File: src/pkg/mcs_pkg.sv
// Package of constants and types for the motion command sequencer.
package mcs_pkg;

	// ==========================================================
	// Register map (byte addresses)
	// ==========================================================
	localparam logic [7:0] MCS_OFF_CTRL = 8'h00;
	localparam logic [7:0] MCS_OFF_CMD = 8'h04;
	localparam logic [7:0] MCS_OFF_TARGET = 8'h08;
	localparam logic [7:0] MCS_OFF_START_VEL = 8'h0c;
	localparam logic [7:0] MCS_OFF_RUN_VEL = 8'h10;
	localparam logic [7:0] MCS_OFF_ACCEL = 8'h14;
	localparam logic [7:0] MCS_OFF_DECEL = 8'h18;
	localparam logic [7:0] MCS_OFF_STATUS = 8'h1c;
	localparam logic [7:0] MCS_OFF_POSITION = 8'h20;
	localparam logic [7:0] MCS_OFF_VELOCITY = 8'h24;

	// ==========================================================
	// Control register layout and reset values
	// ==========================================================
	typedef struct packed {
		logic current_enable;
		logic overtravel_stop_select;
		logic alarm_action_select;
		logic hw_limit_enable;
	} mcs_ctrl_t;

	localparam mcs_ctrl_t MCS_CTRL_RESET = 4'h1;
	localparam logic [15:0] MCS_START_VEL_RESET = 16'h0010;
	localparam logic [15:0] MCS_RUN_VEL_RESET = 16'h0100;
	localparam logic [15:0] MCS_ACCEL_RESET = 16'h0064;
	localparam logic [15:0] MCS_DECEL_RESET = 16'h0064;

	// Profile settings carried together.
	typedef struct packed {
		logic [15:0] start_velocity;
		logic [15:0] run_velocity;
		logic [15:0] accel_time;
		logic [15:0] decel_time;
	} mcs_cfg_t;

	// ==========================================================
	// Command field layout and opcodes
	// ==========================================================
	localparam int unsigned MCS_CMD_SEQ_BIT = 8;
	localparam int unsigned MCS_CMD_CV_LSB = 16;
	localparam logic [3:0] MCS_OP_MOVE_ABSOLUTE = 4'h1;
	localparam logic [3:0] MCS_OP_MOVE_CONT_NEG = 4'h2;
	localparam logic [3:0] MCS_OP_MOVE_CONT_POS = 4'h3;
	localparam logic [3:0] MCS_OP_CHANGE_VELOCITY = 4'h4;
	localparam logic [3:0] MCS_OP_SOFT_STOP = 4'h5;
	localparam logic [3:0] MCS_OP_HARD_STOP = 4'h6;
	localparam logic [3:0] MCS_OP_ALARM_CLEAR = 4'h7;

	// ==========================================================
	// Alarm codes and position range
	// ==========================================================
	localparam logic [7:0] MCS_ALARM_OVERTRAVEL = 8'h67;
	localparam logic [7:0] MCS_ALARM_REJECT = 8'ha0;
	localparam logic [23:0] MCS_POS_ILLEGAL = 24'h800000;

	// ==========================================================
	// Timing
	// ==========================================================
	localparam int unsigned MCS_CLK_PERIOD_PS = 4000;
	localparam int unsigned MCS_RAMP_TICK_NS = 1000;
	localparam int unsigned MCS_RAMP_TICK_CYC = MCS_RAMP_TICK_NS * 1000 / MCS_CLK_PERIOD_PS;

	// Motion modes.
	typedef enum logic [1:0] {
		MCS_IDLE,
		MCS_ABS,
		MCS_CNEG,
		MCS_CPOS
	} mcs_mode_t;

endpackage

File: src/mcs_top.sv
// Motion command sequencer: command acceptance, profile, over-travel and APB registers.
// Notes on behaviour
// Limit enable bit, resets to enabled.
// Over-travel stops, may alarm 67h, cut current.
// Over-travel stop soft or hard by select.
// Continuous moves check limits only while moving.
// Absolute target range is plus/minus 8388607.
// Profile: start velocity, ramp, run, ramp down.
// Change velocity accepted during absolute move.
// Finished absolute move leaves position at target.
// Short moves decelerate early, keep exact distance.
// Absolute move refused when busy, unpowered, alarmed.
// Refusal: error immediate, alarm A0h in sequence.
// Commands return at once; further motion refused.
// Continuous moves negative or positive, no target.
// Continuous move runs until stop or alarm; alarm A0h leaves it running.
// Same-direction reissue changes speed on fly.
// Opposite-direction continuous command is refused.
// Continuous refused if other motion, unpowered, alarmed.
// Wait-for-end stalls sequence while moving flag set.
// Completion means profile done, not shaft position.
// Host keeps limit detection enabled outside testing.
// Moving flag follows profile start and end.
//
// Implementation choices: the register addresses and register access over APB.
`timescale 1ns/100ps

module mcs_top #(
	parameter int unsigned PHASE_W = 24
) (
	// Clock and reset
	input wire logic clk_in,
	input wire logic rst_b_in,
	// APB slave
	input wire logic psel_in,
	input wire logic penable_in,
	input wire logic pwrite_in,
	input wire logic [7:0] paddr_in,
	input wire logic [31:0] pwdata_in,
	output logic [31:0] prdata_out,
	output logic pready_out,
	output logic pslverr_out,
	// Limit switches
	input wire logic pos_limit_input_in,
	input wire logic neg_limit_input_in,
	// Motor driver
	output logic step_out,
	output logic dir_out,
	output logic current_on_out,
	// Status and sequencer handshake
	input wire logic wait_motion_end_in,
	output logic seq_continue_out,
	output logic moving_flag_out,
	output logic ready_flag_out,
	output logic error_out,
	output logic seq_abort_out
);

	// ==========================================================
	// Registers
	// ==========================================================
	mcs_pkg::mcs_ctrl_t ctrl_r;
	mcs_pkg::mcs_cfg_t cfg_r;
	mcs_pkg::mcs_mode_t mode_r;
	logic [23:0] target_r;
	logic [23:0] pos_r;
	logic [15:0] vel_r;
	logic [15:0] goal_r;
	logic [23:0] ramp_err_r;
	logic [39:0] acc_sum_r;
	logic [PHASE_W-1:0] phase_r;
	logic [7:0] tick_cnt_r;
	logic stopping_r;
	logic dir_r;
	logic alarm_r;
	logic [7:0] alarm_code_r;

	// ==========================================================
	// Bus decode
	// ==========================================================
	logic wr_en;
	logic rd_setup;
	logic addr_ok;
	logic cmd_wr;
	logic [3:0] op;
	logic from_seq;

	assign pready_out = 1'b1;
	assign wr_en = psel_in & penable_in & pwrite_in;
	assign rd_setup = psel_in & ~penable_in & ~pwrite_in;
	assign addr_ok = (paddr_in[1:0] == 2'h0) && (paddr_in <= mcs_pkg::MCS_OFF_VELOCITY);
	assign pslverr_out = psel_in & penable_in & ~addr_ok;
	assign cmd_wr = wr_en && (paddr_in == mcs_pkg::MCS_OFF_CMD);
	assign op = pwdata_in[3:0];
	assign from_seq = pwdata_in[mcs_pkg::MCS_CMD_SEQ_BIT];

	// ==========================================================
	// Command acceptance
	// ==========================================================
	logic busy;
	logic is_ma;
	logic is_mc;
	logic is_cv;
	logic cont_same;
	logic ma_ok;
	logic mc_ok;
	logic cv_ok;
	logic reject;
	logic start;
	logic respeed;
	logic ot_evt;
	logic hard_stop;
	logic soft_stop;

	assign busy = mode_r != mcs_pkg::MCS_IDLE;
	assign is_ma = cmd_wr && op == mcs_pkg::MCS_OP_MOVE_ABSOLUTE;
	assign is_mc = cmd_wr && (op == mcs_pkg::MCS_OP_MOVE_CONT_NEG ||
		op == mcs_pkg::MCS_OP_MOVE_CONT_POS);
	assign is_cv = cmd_wr && op == mcs_pkg::MCS_OP_CHANGE_VELOCITY;
	assign cont_same = (op == mcs_pkg::MCS_OP_MOVE_CONT_NEG && mode_r == mcs_pkg::MCS_CNEG) ||
		(op == mcs_pkg::MCS_OP_MOVE_CONT_POS && mode_r == mcs_pkg::MCS_CPOS);
	assign ma_ok = !busy && ctrl_r.current_enable && !alarm_r &&
		target_r != mcs_pkg::MCS_POS_ILLEGAL;
	assign mc_ok = ctrl_r.current_enable && !alarm_r &&
		(!busy || (cont_same && !stopping_r));
	assign cv_ok = mode_r == mcs_pkg::MCS_ABS && !stopping_r;
	assign reject = (is_ma && !ma_ok) || (is_mc && !mc_ok) || (is_cv && !cv_ok);
	assign start = (is_ma && ma_ok) || (is_mc && mc_ok && !busy);
	assign respeed = is_mc && mc_ok && busy;

	// Limits are only looked at in the direction of travel, once moving.
	assign ot_evt = ctrl_r.hw_limit_enable && busy &&
		((dir_r && pos_limit_input_in) || (!dir_r && neg_limit_input_in));
	assign hard_stop = (cmd_wr && op == mcs_pkg::MCS_OP_HARD_STOP) ||
		(ot_evt && ctrl_r.overtravel_stop_select);
	assign soft_stop = (cmd_wr && op == mcs_pkg::MCS_OP_SOFT_STOP) ||
		(ot_evt && !ctrl_r.overtravel_stop_select);

	// ==========================================================
	// Profile arithmetic
	// ==========================================================
	logic [15:0] span;
	logic [15:0] ta_eff;
	logic [15:0] td_eff;
	logic [23:0] remaining;
	logic near_end;
	logic [15:0] goal_eff;
	logic rising;
	logic [15:0] t_sel;
	logic ramp_tick;
	logic [PHASE_W:0] phase_sum;
	logic step;
	logic [23:0] pos_step;
	logic end_move;

	assign span = (cfg_r.run_velocity > cfg_r.start_velocity) ?
		cfg_r.run_velocity - cfg_r.start_velocity : 16'h0001;
	assign ta_eff = (cfg_r.accel_time == 16'h0000) ? 16'h0001 : cfg_r.accel_time;
	assign td_eff = (cfg_r.decel_time == 16'h0000) ? 16'h0001 : cfg_r.decel_time;
	assign remaining = dir_r ? target_r - pos_r : pos_r - target_r;
	// Decelerate once the steps left, weighted by the ramp-up time, no longer exceed
	// the steps spent ramping up weighted by the ramp-down time.
	assign near_end = mode_r == mcs_pkg::MCS_ABS &&
		({16'h0000, remaining} * {24'h000000, ta_eff}) <= acc_sum_r;
	assign goal_eff = (stopping_r || near_end) ? cfg_r.start_velocity : goal_r;
	assign rising = vel_r < goal_eff;
	assign t_sel = rising ? ta_eff : td_eff;
	assign ramp_tick = tick_cnt_r == 8'(mcs_pkg::MCS_RAMP_TICK_CYC - 1);
	assign phase_sum = {1'b0, phase_r} + {{(PHASE_W - 15){1'b0}}, vel_r};
	assign step = busy && phase_sum[PHASE_W] &&
		!(mode_r == mcs_pkg::MCS_ABS && pos_r == target_r);
	assign pos_step = dir_r ? pos_r + 24'h000001 : pos_r - 24'h000001;
	assign end_move = hard_stop ||
		(busy && stopping_r && vel_r <= cfg_r.start_velocity) ||
		(mode_r == mcs_pkg::MCS_ABS && pos_r == target_r);

	// ==========================================================
	// Control and settings registers
	// ==========================================================
	always_ff @(posedge clk_in) begin
		if (!rst_b_in) begin
			ctrl_r <= mcs_pkg::MCS_CTRL_RESET;
		end else if (ot_evt && ctrl_r.alarm_action_select) begin
			ctrl_r.current_enable <= 1'b0;
		end else if (wr_en && paddr_in == mcs_pkg::MCS_OFF_CTRL) begin
			ctrl_r <= pwdata_in[3:0];
		end
	end

	always_ff @(posedge clk_in) begin
		if (!rst_b_in) begin
			cfg_r <= {mcs_pkg::MCS_START_VEL_RESET, mcs_pkg::MCS_RUN_VEL_RESET,
				mcs_pkg::MCS_ACCEL_RESET, mcs_pkg::MCS_DECEL_RESET};
			target_r <= 24'h000000;
		end else if (wr_en) begin
			unique case (paddr_in)
				mcs_pkg::MCS_OFF_TARGET: target_r <= pwdata_in[23:0];
				mcs_pkg::MCS_OFF_START_VEL: cfg_r.start_velocity <= pwdata_in[15:0];
				mcs_pkg::MCS_OFF_RUN_VEL: cfg_r.run_velocity <= pwdata_in[15:0];
				mcs_pkg::MCS_OFF_ACCEL: cfg_r.accel_time <= pwdata_in[15:0];
				mcs_pkg::MCS_OFF_DECEL: cfg_r.decel_time <= pwdata_in[15:0];
				default: begin
				end
			endcase
		end
	end

	// ==========================================================
	// Motion mode
	// ==========================================================
	always_ff @(posedge clk_in) begin
		if (!rst_b_in) begin
			mode_r <= mcs_pkg::MCS_IDLE;
			stopping_r <= 1'b0;
			dir_r <= 1'b0;
		end else if (end_move) begin
			mode_r <= mcs_pkg::MCS_IDLE;
			stopping_r <= 1'b0;
		end else if (start) begin
			stopping_r <= 1'b0;
			if (is_ma) begin
				mode_r <= mcs_pkg::MCS_ABS;
				dir_r <= $signed(target_r) > $signed(pos_r);
			end else if (op == mcs_pkg::MCS_OP_MOVE_CONT_POS) begin
				mode_r <= mcs_pkg::MCS_CPOS;
				dir_r <= 1'b1;
			end else begin
				mode_r <= mcs_pkg::MCS_CNEG;
				dir_r <= 1'b0;
			end
		end else if (soft_stop && busy) begin
			stopping_r <= 1'b1;
		end
	end

	// ==========================================================
	// Velocity ramp
	// ==========================================================
	always_ff @(posedge clk_in) begin
		if (!rst_b_in) begin
			tick_cnt_r <= 8'h00;
		end else if (ramp_tick) begin
			tick_cnt_r <= 8'h00;
		end else begin
			tick_cnt_r <= tick_cnt_r + 8'h01;
		end
	end

	always_ff @(posedge clk_in) begin
		if (!rst_b_in) begin
			vel_r <= 16'h0000;
			goal_r <= 16'h0000;
			ramp_err_r <= 24'h000000;
		end else if (end_move || !busy) begin
			vel_r <= start ? cfg_r.start_velocity : 16'h0000;
			goal_r <= cfg_r.run_velocity;
			ramp_err_r <= 24'h000000;
		end else begin
			if (respeed) begin
				goal_r <= cfg_r.run_velocity;
			end else if (is_cv && cv_ok) begin
				goal_r <= pwdata_in[mcs_pkg::MCS_CMD_CV_LSB +: 16];
			end
			if (vel_r == goal_eff) begin
				ramp_err_r <= 24'h000000;
			end else if (ramp_tick) begin
				ramp_err_r <= ramp_err_r + {8'h00, span};
			end else if (ramp_err_r >= {8'h00, t_sel}) begin
				ramp_err_r <= ramp_err_r - {8'h00, t_sel};
				vel_r <= rising ? vel_r + 16'h0001 : vel_r - 16'h0001;
			end
		end
	end

	// ==========================================================
	// Step generation and position counter
	// ==========================================================
	always_ff @(posedge clk_in) begin
		if (!rst_b_in) begin
			phase_r <= '0;
			acc_sum_r <= 40'h0000000000;
			pos_r <= 24'h000000;
		end else begin
			phase_r <= busy ? phase_sum[PHASE_W-1:0] : '0;
			if (start) begin
				acc_sum_r <= 40'h0000000000;
			end else if (step && rising && !near_end) begin
				acc_sum_r <= acc_sum_r + {24'h000000, td_eff};
			end
			if (step && !hard_stop) begin
				pos_r <= pos_step;
			end else if (!busy && wr_en && paddr_in == mcs_pkg::MCS_OFF_POSITION) begin
				pos_r <= pwdata_in[23:0];
			end
		end
	end

	// ==========================================================
	// Alarm and refusal reporting
	// ==========================================================
	always_ff @(posedge clk_in) begin
		if (!rst_b_in) begin
			alarm_r <= 1'b0;
			alarm_code_r <= 8'h00;
		end else if (ot_evt && ctrl_r.alarm_action_select) begin
			alarm_r <= 1'b1;
			alarm_code_r <= mcs_pkg::MCS_ALARM_OVERTRAVEL;
		end else if (reject && from_seq) begin
			alarm_r <= 1'b1;
			alarm_code_r <= mcs_pkg::MCS_ALARM_REJECT;
		end else if (cmd_wr && op == mcs_pkg::MCS_OP_ALARM_CLEAR) begin
			alarm_r <= 1'b0;
			alarm_code_r <= 8'h00;
		end
	end

	always_ff @(posedge clk_in) begin
		if (!rst_b_in) begin
			error_out <= 1'b0;
			seq_abort_out <= 1'b0;
			step_out <= 1'b0;
		end else begin
			error_out <= reject && !from_seq;
			seq_abort_out <= reject && from_seq;
			step_out <= step && !hard_stop;
		end
	end

	// ==========================================================
	// Read data and status outputs
	// ==========================================================
	always_ff @(posedge clk_in) begin
		if (!rst_b_in) begin
			prdata_out <= 32'h00000000;
		end else if (rd_setup) begin
			unique case (paddr_in)
				mcs_pkg::MCS_OFF_CTRL: prdata_out <= {28'h0000000, ctrl_r};
				mcs_pkg::MCS_OFF_TARGET: prdata_out <= {8'h00, target_r};
				mcs_pkg::MCS_OFF_START_VEL: prdata_out <= {16'h0000, cfg_r.start_velocity};
				mcs_pkg::MCS_OFF_RUN_VEL: prdata_out <= {16'h0000, cfg_r.run_velocity};
				mcs_pkg::MCS_OFF_ACCEL: prdata_out <= {16'h0000, cfg_r.accel_time};
				mcs_pkg::MCS_OFF_DECEL: prdata_out <= {16'h0000, cfg_r.decel_time};
				mcs_pkg::MCS_OFF_STATUS: prdata_out <= {16'h0000, alarm_code_r, 3'h0,
					dir_r, ctrl_r.current_enable, alarm_r, ready_flag_out, moving_flag_out};
				mcs_pkg::MCS_OFF_POSITION: prdata_out <= {8'h00, pos_r};
				mcs_pkg::MCS_OFF_VELOCITY: prdata_out <= {16'h0000, vel_r};
				default: prdata_out <= 32'h00000000;
			endcase
		end
	end

	assign moving_flag_out = busy;
	assign ready_flag_out = !busy && !alarm_r && ctrl_r.current_enable;
	assign seq_continue_out = !(wait_motion_end_in && busy);
	assign current_on_out = ctrl_r.current_enable;
	assign dir_out = dir_r;

	// ==========================================================
	// Checks
	// ==========================================================
	lim_reset_on_a: assert property (@(posedge clk_in) !rst_b_in |=> ctrl_r.hw_limit_enable)
		else $error("limit enable not set after reset");
	ot_alarm_code_a: assert property (@(posedge clk_in) disable iff (!rst_b_in)
		ot_evt && ctrl_r.alarm_action_select |=> alarm_r &&
		alarm_code_r == mcs_pkg::MCS_ALARM_OVERTRAVEL && !current_on_out)
		else $error("over-travel alarm not raised");
	ot_hard_stop_a: assert property (@(posedge clk_in) disable iff (!rst_b_in)
		ot_evt && ctrl_r.overtravel_stop_select |=> !moving_flag_out && !step_out)
		else $error("hard stop did not halt motion");
	ma_refused_a: assert property (@(posedge clk_in) disable iff (!rst_b_in)
		is_ma && busy |=> $stable(target_r) && (error_out || seq_abort_out))
		else $error("move refused without report");
	abs_done_pos_a: assert property (@(posedge clk_in) disable iff (!rst_b_in)
		mode_r == mcs_pkg::MCS_ABS && !hard_stop && !stopping_r ##1 !moving_flag_out
		|-> pos_r == target_r)
		else $error("absolute move ended off target");
	seq_reject_alarm_a: assert property (@(posedge clk_in) disable iff (!rst_b_in)
		reject && from_seq && !ot_evt |=> alarm_r && seq_abort_out &&
		alarm_code_r == mcs_pkg::MCS_ALARM_REJECT)
		else $error("sequence refusal did not raise alarm");
	start_profile_a: assert property (@(posedge clk_in) disable iff (!rst_b_in)
		start && !hard_stop |=> moving_flag_out && vel_r == $past(cfg_r.start_velocity))
		else $error("profile did not begin at start velocity");
	opp_dir_kept_a: assert property (@(posedge clk_in) disable iff (!rst_b_in)
		is_mc && busy && !cont_same && !end_move |=> $stable(mode_r) && $stable(dir_r))
		else $error("direction changed during continuous move");
	wait_motion_end_stall_a: assert property (@(posedge clk_in) disable iff (!rst_b_in)
		wait_motion_end_in && moving_flag_out |-> !seq_continue_out)
		else $error("sequence not stalled while moving");

endmodule // mcs_top

File: config.mk
export PLATFORM = sky130hd
export DESIGN_NAME = mcs_top
export DESIGN_NICKNAME = d
export VERILOG_FILES = /design/src/pkg/mcs_pkg.sv /design/src/mcs_top.sv
export SDC_FILE = /design/constraint.sdc
export NUM_CORES = 2
export LEC_CHECK = 0
export ABC_AREA = 1
export BUFFER_PORTS_ARGS = -buffer_cell sky130_fd_sc_hd__buf_2
export CAP_MARGIN = 20
export CORE_MARGIN = 1
export CORE_UTILIZATION = 40
export CTS_CLUSTER_SIZE = 8
export DETAILED_ROUTE_END_ITERATION = 16
export GPL_ROUTABILITY_DRIVEN = 0
export PLACE_DENSITY = 0.61
export SYNTH_ARGS = -nofsm -noshare
export SYNTH_HDL_FRONTEND = slang
export SYNTH_SLANG_ARGS = --single-unit
File: constraint.sdc
create_clock -name clk_in -period 11.4 [get_ports clk_in]
set_clock_uncertainty 0.15 [all_clocks]
set_input_delay 1.14 -clock clk_in [delete_from_list [all_inputs] [get_ports clk_in]]
set_output_delay 1.14 -clock clk_in [all_outputs]
set_load 0.05 [all_outputs]
==> out/metrics.cfg <==
[detailed_routing]
firstDrtPassIters = 7
final_antenna_net_count = 0
drcViolationCount = 0
wirelength_mm = 149
num_vias = 40700
detail_route.wl_per_cell_um = 20.0
via_per_inst = 5.49
drt_first_iter_violations = 4121

[sta]
slew_viol_final = 0
hold_viol_final = 0
slew_headroom_pct = 25.6
setup_viol = 40
whs_ps = 312
finalSetupTns_ps = -18530
rsz0062_at_grt = yes
finalCritPeriodShare_pct = 105
setup_slack_ps = -547
tightest_slew_ps = 1110
max_freq_mhz = 83.7
fin_crit_ps = 11950

[setup_path]
crit_type = reg2reg
cp-end-kind = register
crit_path_max_fanout = 8
crit_path_top_delay_cell = fa_1
cp-start-kind = register
max_stage_delay_ps = 540
path_common_cell = nand2_2
critical_path_required_ps = 11720
arrival_ps = 12270

[logic_synthesis]
syn_area_per_cell_um2 = 6.63
async_flop_share_pct = 0
ys_seq_area_share_pct = 15.0
yosysTopAreaCell = fa_1
synth_edf_count = 0
synth.top_cell.area_share_pct = 17.0
syn-cell-area_um2 = 37000
synth_cell_type_count = 55
syn_inst = 5590
ys_ff_latch = 278
synth_ff_type = dfxtp_1
synth_warnings = 0
synth_area_leaders = fa_1, dfxtp_1, nand2_1

[floorplanning]
dieHeight_um = 306
die_area_um2 = 93800
die_w_um = 306
rows = 111
ios = 90
core-area_um2 = 91700
initial_core_util_pct = 40.4

[finish]
fin_nets = 6934
final_cell_mix = nand2_1, inv_1, buf_4
layout_commonest_cell = nand2_1
drive_gt1_share_pct = 23.7
fin_area_um2 = 48100
fin_util_pct = 52.5
fill_cells = 8794
syn2layout_area_growth_pct = 29.8

[run_status]
violations = negative setup slack
status = finished, violations left

[clock_tree]
htreeDepth = 2
clockBufferDepth = 3
clk_latency_ps = 580
clock_sinks = 278
cts_tree = done
path_clk_slew_ps = 50
hold_buffers = 0
cts-root-buf = clkbuf_16
numCtsBuffers = 41

[power_and_ir_drop]
powerDensity_nw_per_um2 = 49.8
p_leak_nw = 23.5
netSwitchingFraction_pct = 27.4
power_frac_seq_pct = 40.6
p_sw_uw = 657
pwr-share-comb_pct = 11.8
total_power_mw = 2.40
vdd_drop_max_v = 0.0000898
p_clk_share_pct = 47.5
internal-power_mw = 1.74

[global_routing]
met3_usage_pct = 5.45
first_global_vias = 37600
grt_max_degree = 85
grt_pass1_wl_mm = 217
grt_overflow = 0
grt.total_usage_pct = 29.9
globalRoute.busiestLayer = met2
use_met2_pct = 46.9
grt_use_met1_pct = 39.8
antenna_found_initial = 0

[placement]
hpwlAfterDp_mm = 118
port-buffer-count = 80
placed_area_um2 = 42900

[run]
cap_violations = 0

[min_path]
hp-class = reg2reg

[critical path, delay by kind of cell (launching register included)]
family	cells	cell delay [ps]
and+or+nand+nor	27	2760
DFF	1	360
buffers and inverters	19	2040
adders and majority gates	11	4500
AOI/OAI and AO/OA	13	1820
xor gates and xnor gates	1	170
[cell usage after synthesis, types with 4 or more instances]
cell and n:
nand3_1 272, clkbuf_1 130, a22oi_1 4, a21oi_1 500
o21ai_1 8, o221ai_1 11, fa_1 315, nor4_1 18
buf_1 8, nand2_1 1322, a211oi_1 15, nand4_1 78
o21ai_0 346, ha_1 349, dfxtp_1 278, nor2_2 6
clkinv_1 8, a21o_1 34, nor3b_1 6, o21bai_1 22
nor2_1 599, o31ai_1 5, buf_2 31, o211ai_1 17
xor2_1 89, nand3b_1 6, inv_2 22, a31oi_1 23
xnor2_1 42, or2_2 23, o22ai_1 31, inv_1 868
buf_4 13, nor3_1 44, a21boi_0 9, o21a_1 7
[per-stage QoR]
step	cells	setup slack [ps]
global placement	7277	-1140
global route	7414	-809
finish	7416	-547
CTS	7340	-377
floorplan	5597	58.8
detailed placement	7277	-1310
[layer usage]
layer | vias to the layer above | wire length, µm
li1 | 19200 | -
met1 | 19200 | 61300
met2 | 1972 | 65700
met3 | 397 | 13900
met4 | 0 | 7730
met5 | - | 0
[final timing paths]
path / slack [ps] / from / endpoint / cells past startpoint
setup reg to reg: -550 / pos_r[1]$_SDFFE_PN0P_ / ramp_err_r[15]$_SDFFE_PP0P_ / 71
hold / removal: 310 / prdata_out[20]$_SDFFE_PN0P_ / prdata_out[20]$_SDFFE_PN0P_ / 2
setup / recovery: -550 / pos_r[1]$_SDFFE_PN0P_ / ramp_err_r[15]$_SDFFE_PP0P_ / 71
hold reg to reg: 310 / prdata_out[20]$_SDFFE_PN0P_ / prdata_out[20]$_SDFFE_PN0P_ / 2
[cell type report]
type	instances	area [µm²]	area share, %
Antenna cell	2	5.00	0.0104
Clock buffer	47	1090	2.27
Clock inverter	2	21.3	0.0442
Inverter	898	3440	7.15
Multi-Input combinational cell	4238	30300	63.0
Sequential cell	278	5610	11.7
Tap cell	1186	1480	3.09
Timing Repair Buffer	764	6140	12.8
Timing Repair inverter	1	8.76	0.0182
[logic make-up after synthesis]
| family | synth area share, % |
|---|---|
| other | 0.0203 |
| xor gates and xnor gates | 3.14 |
| and+or+nand+nor | 26.5 |
| AOI/OAI and AO/OA | 15.3 |
| buffers and inverters | 11.2 |
| adders and majority gates | 28.8 |
| DFF | 15.0 |
[registers in the layout (all words and copies together) (netlist names), 8 cells and up]
signal,flops
cfg_r,64
acc_sum_r,40
phase_r,24
pos_r,24
prdata_out,24
ramp_err_r,24
target_r,24
goal_r,16
vel_r,16
tick_cnt_r,8
[repair_timing]
item / 4_1_cts / 5_1_grt
gates cloned: 1 / 11
resized for setup: 130 / 766
buffers inserted: 13 / 68
pin swaps: 24 / 248
endpoints found under the setup margin: 79 / 80
[power by group through the flow]
stage          clock, mW  sequential [mW]  combinational (mW)
3_3_place_gp           0            0.995               0.224
3_5_place_dp           0            0.996               0.226
5_1_grt             1.18            0.974               0.300
4_1_cts             1.14            0.976               0.234
2_1_floorplan          0            0.995               0.121
6_report            1.14            0.974               0.283
(Power assumes the default switching activity.)
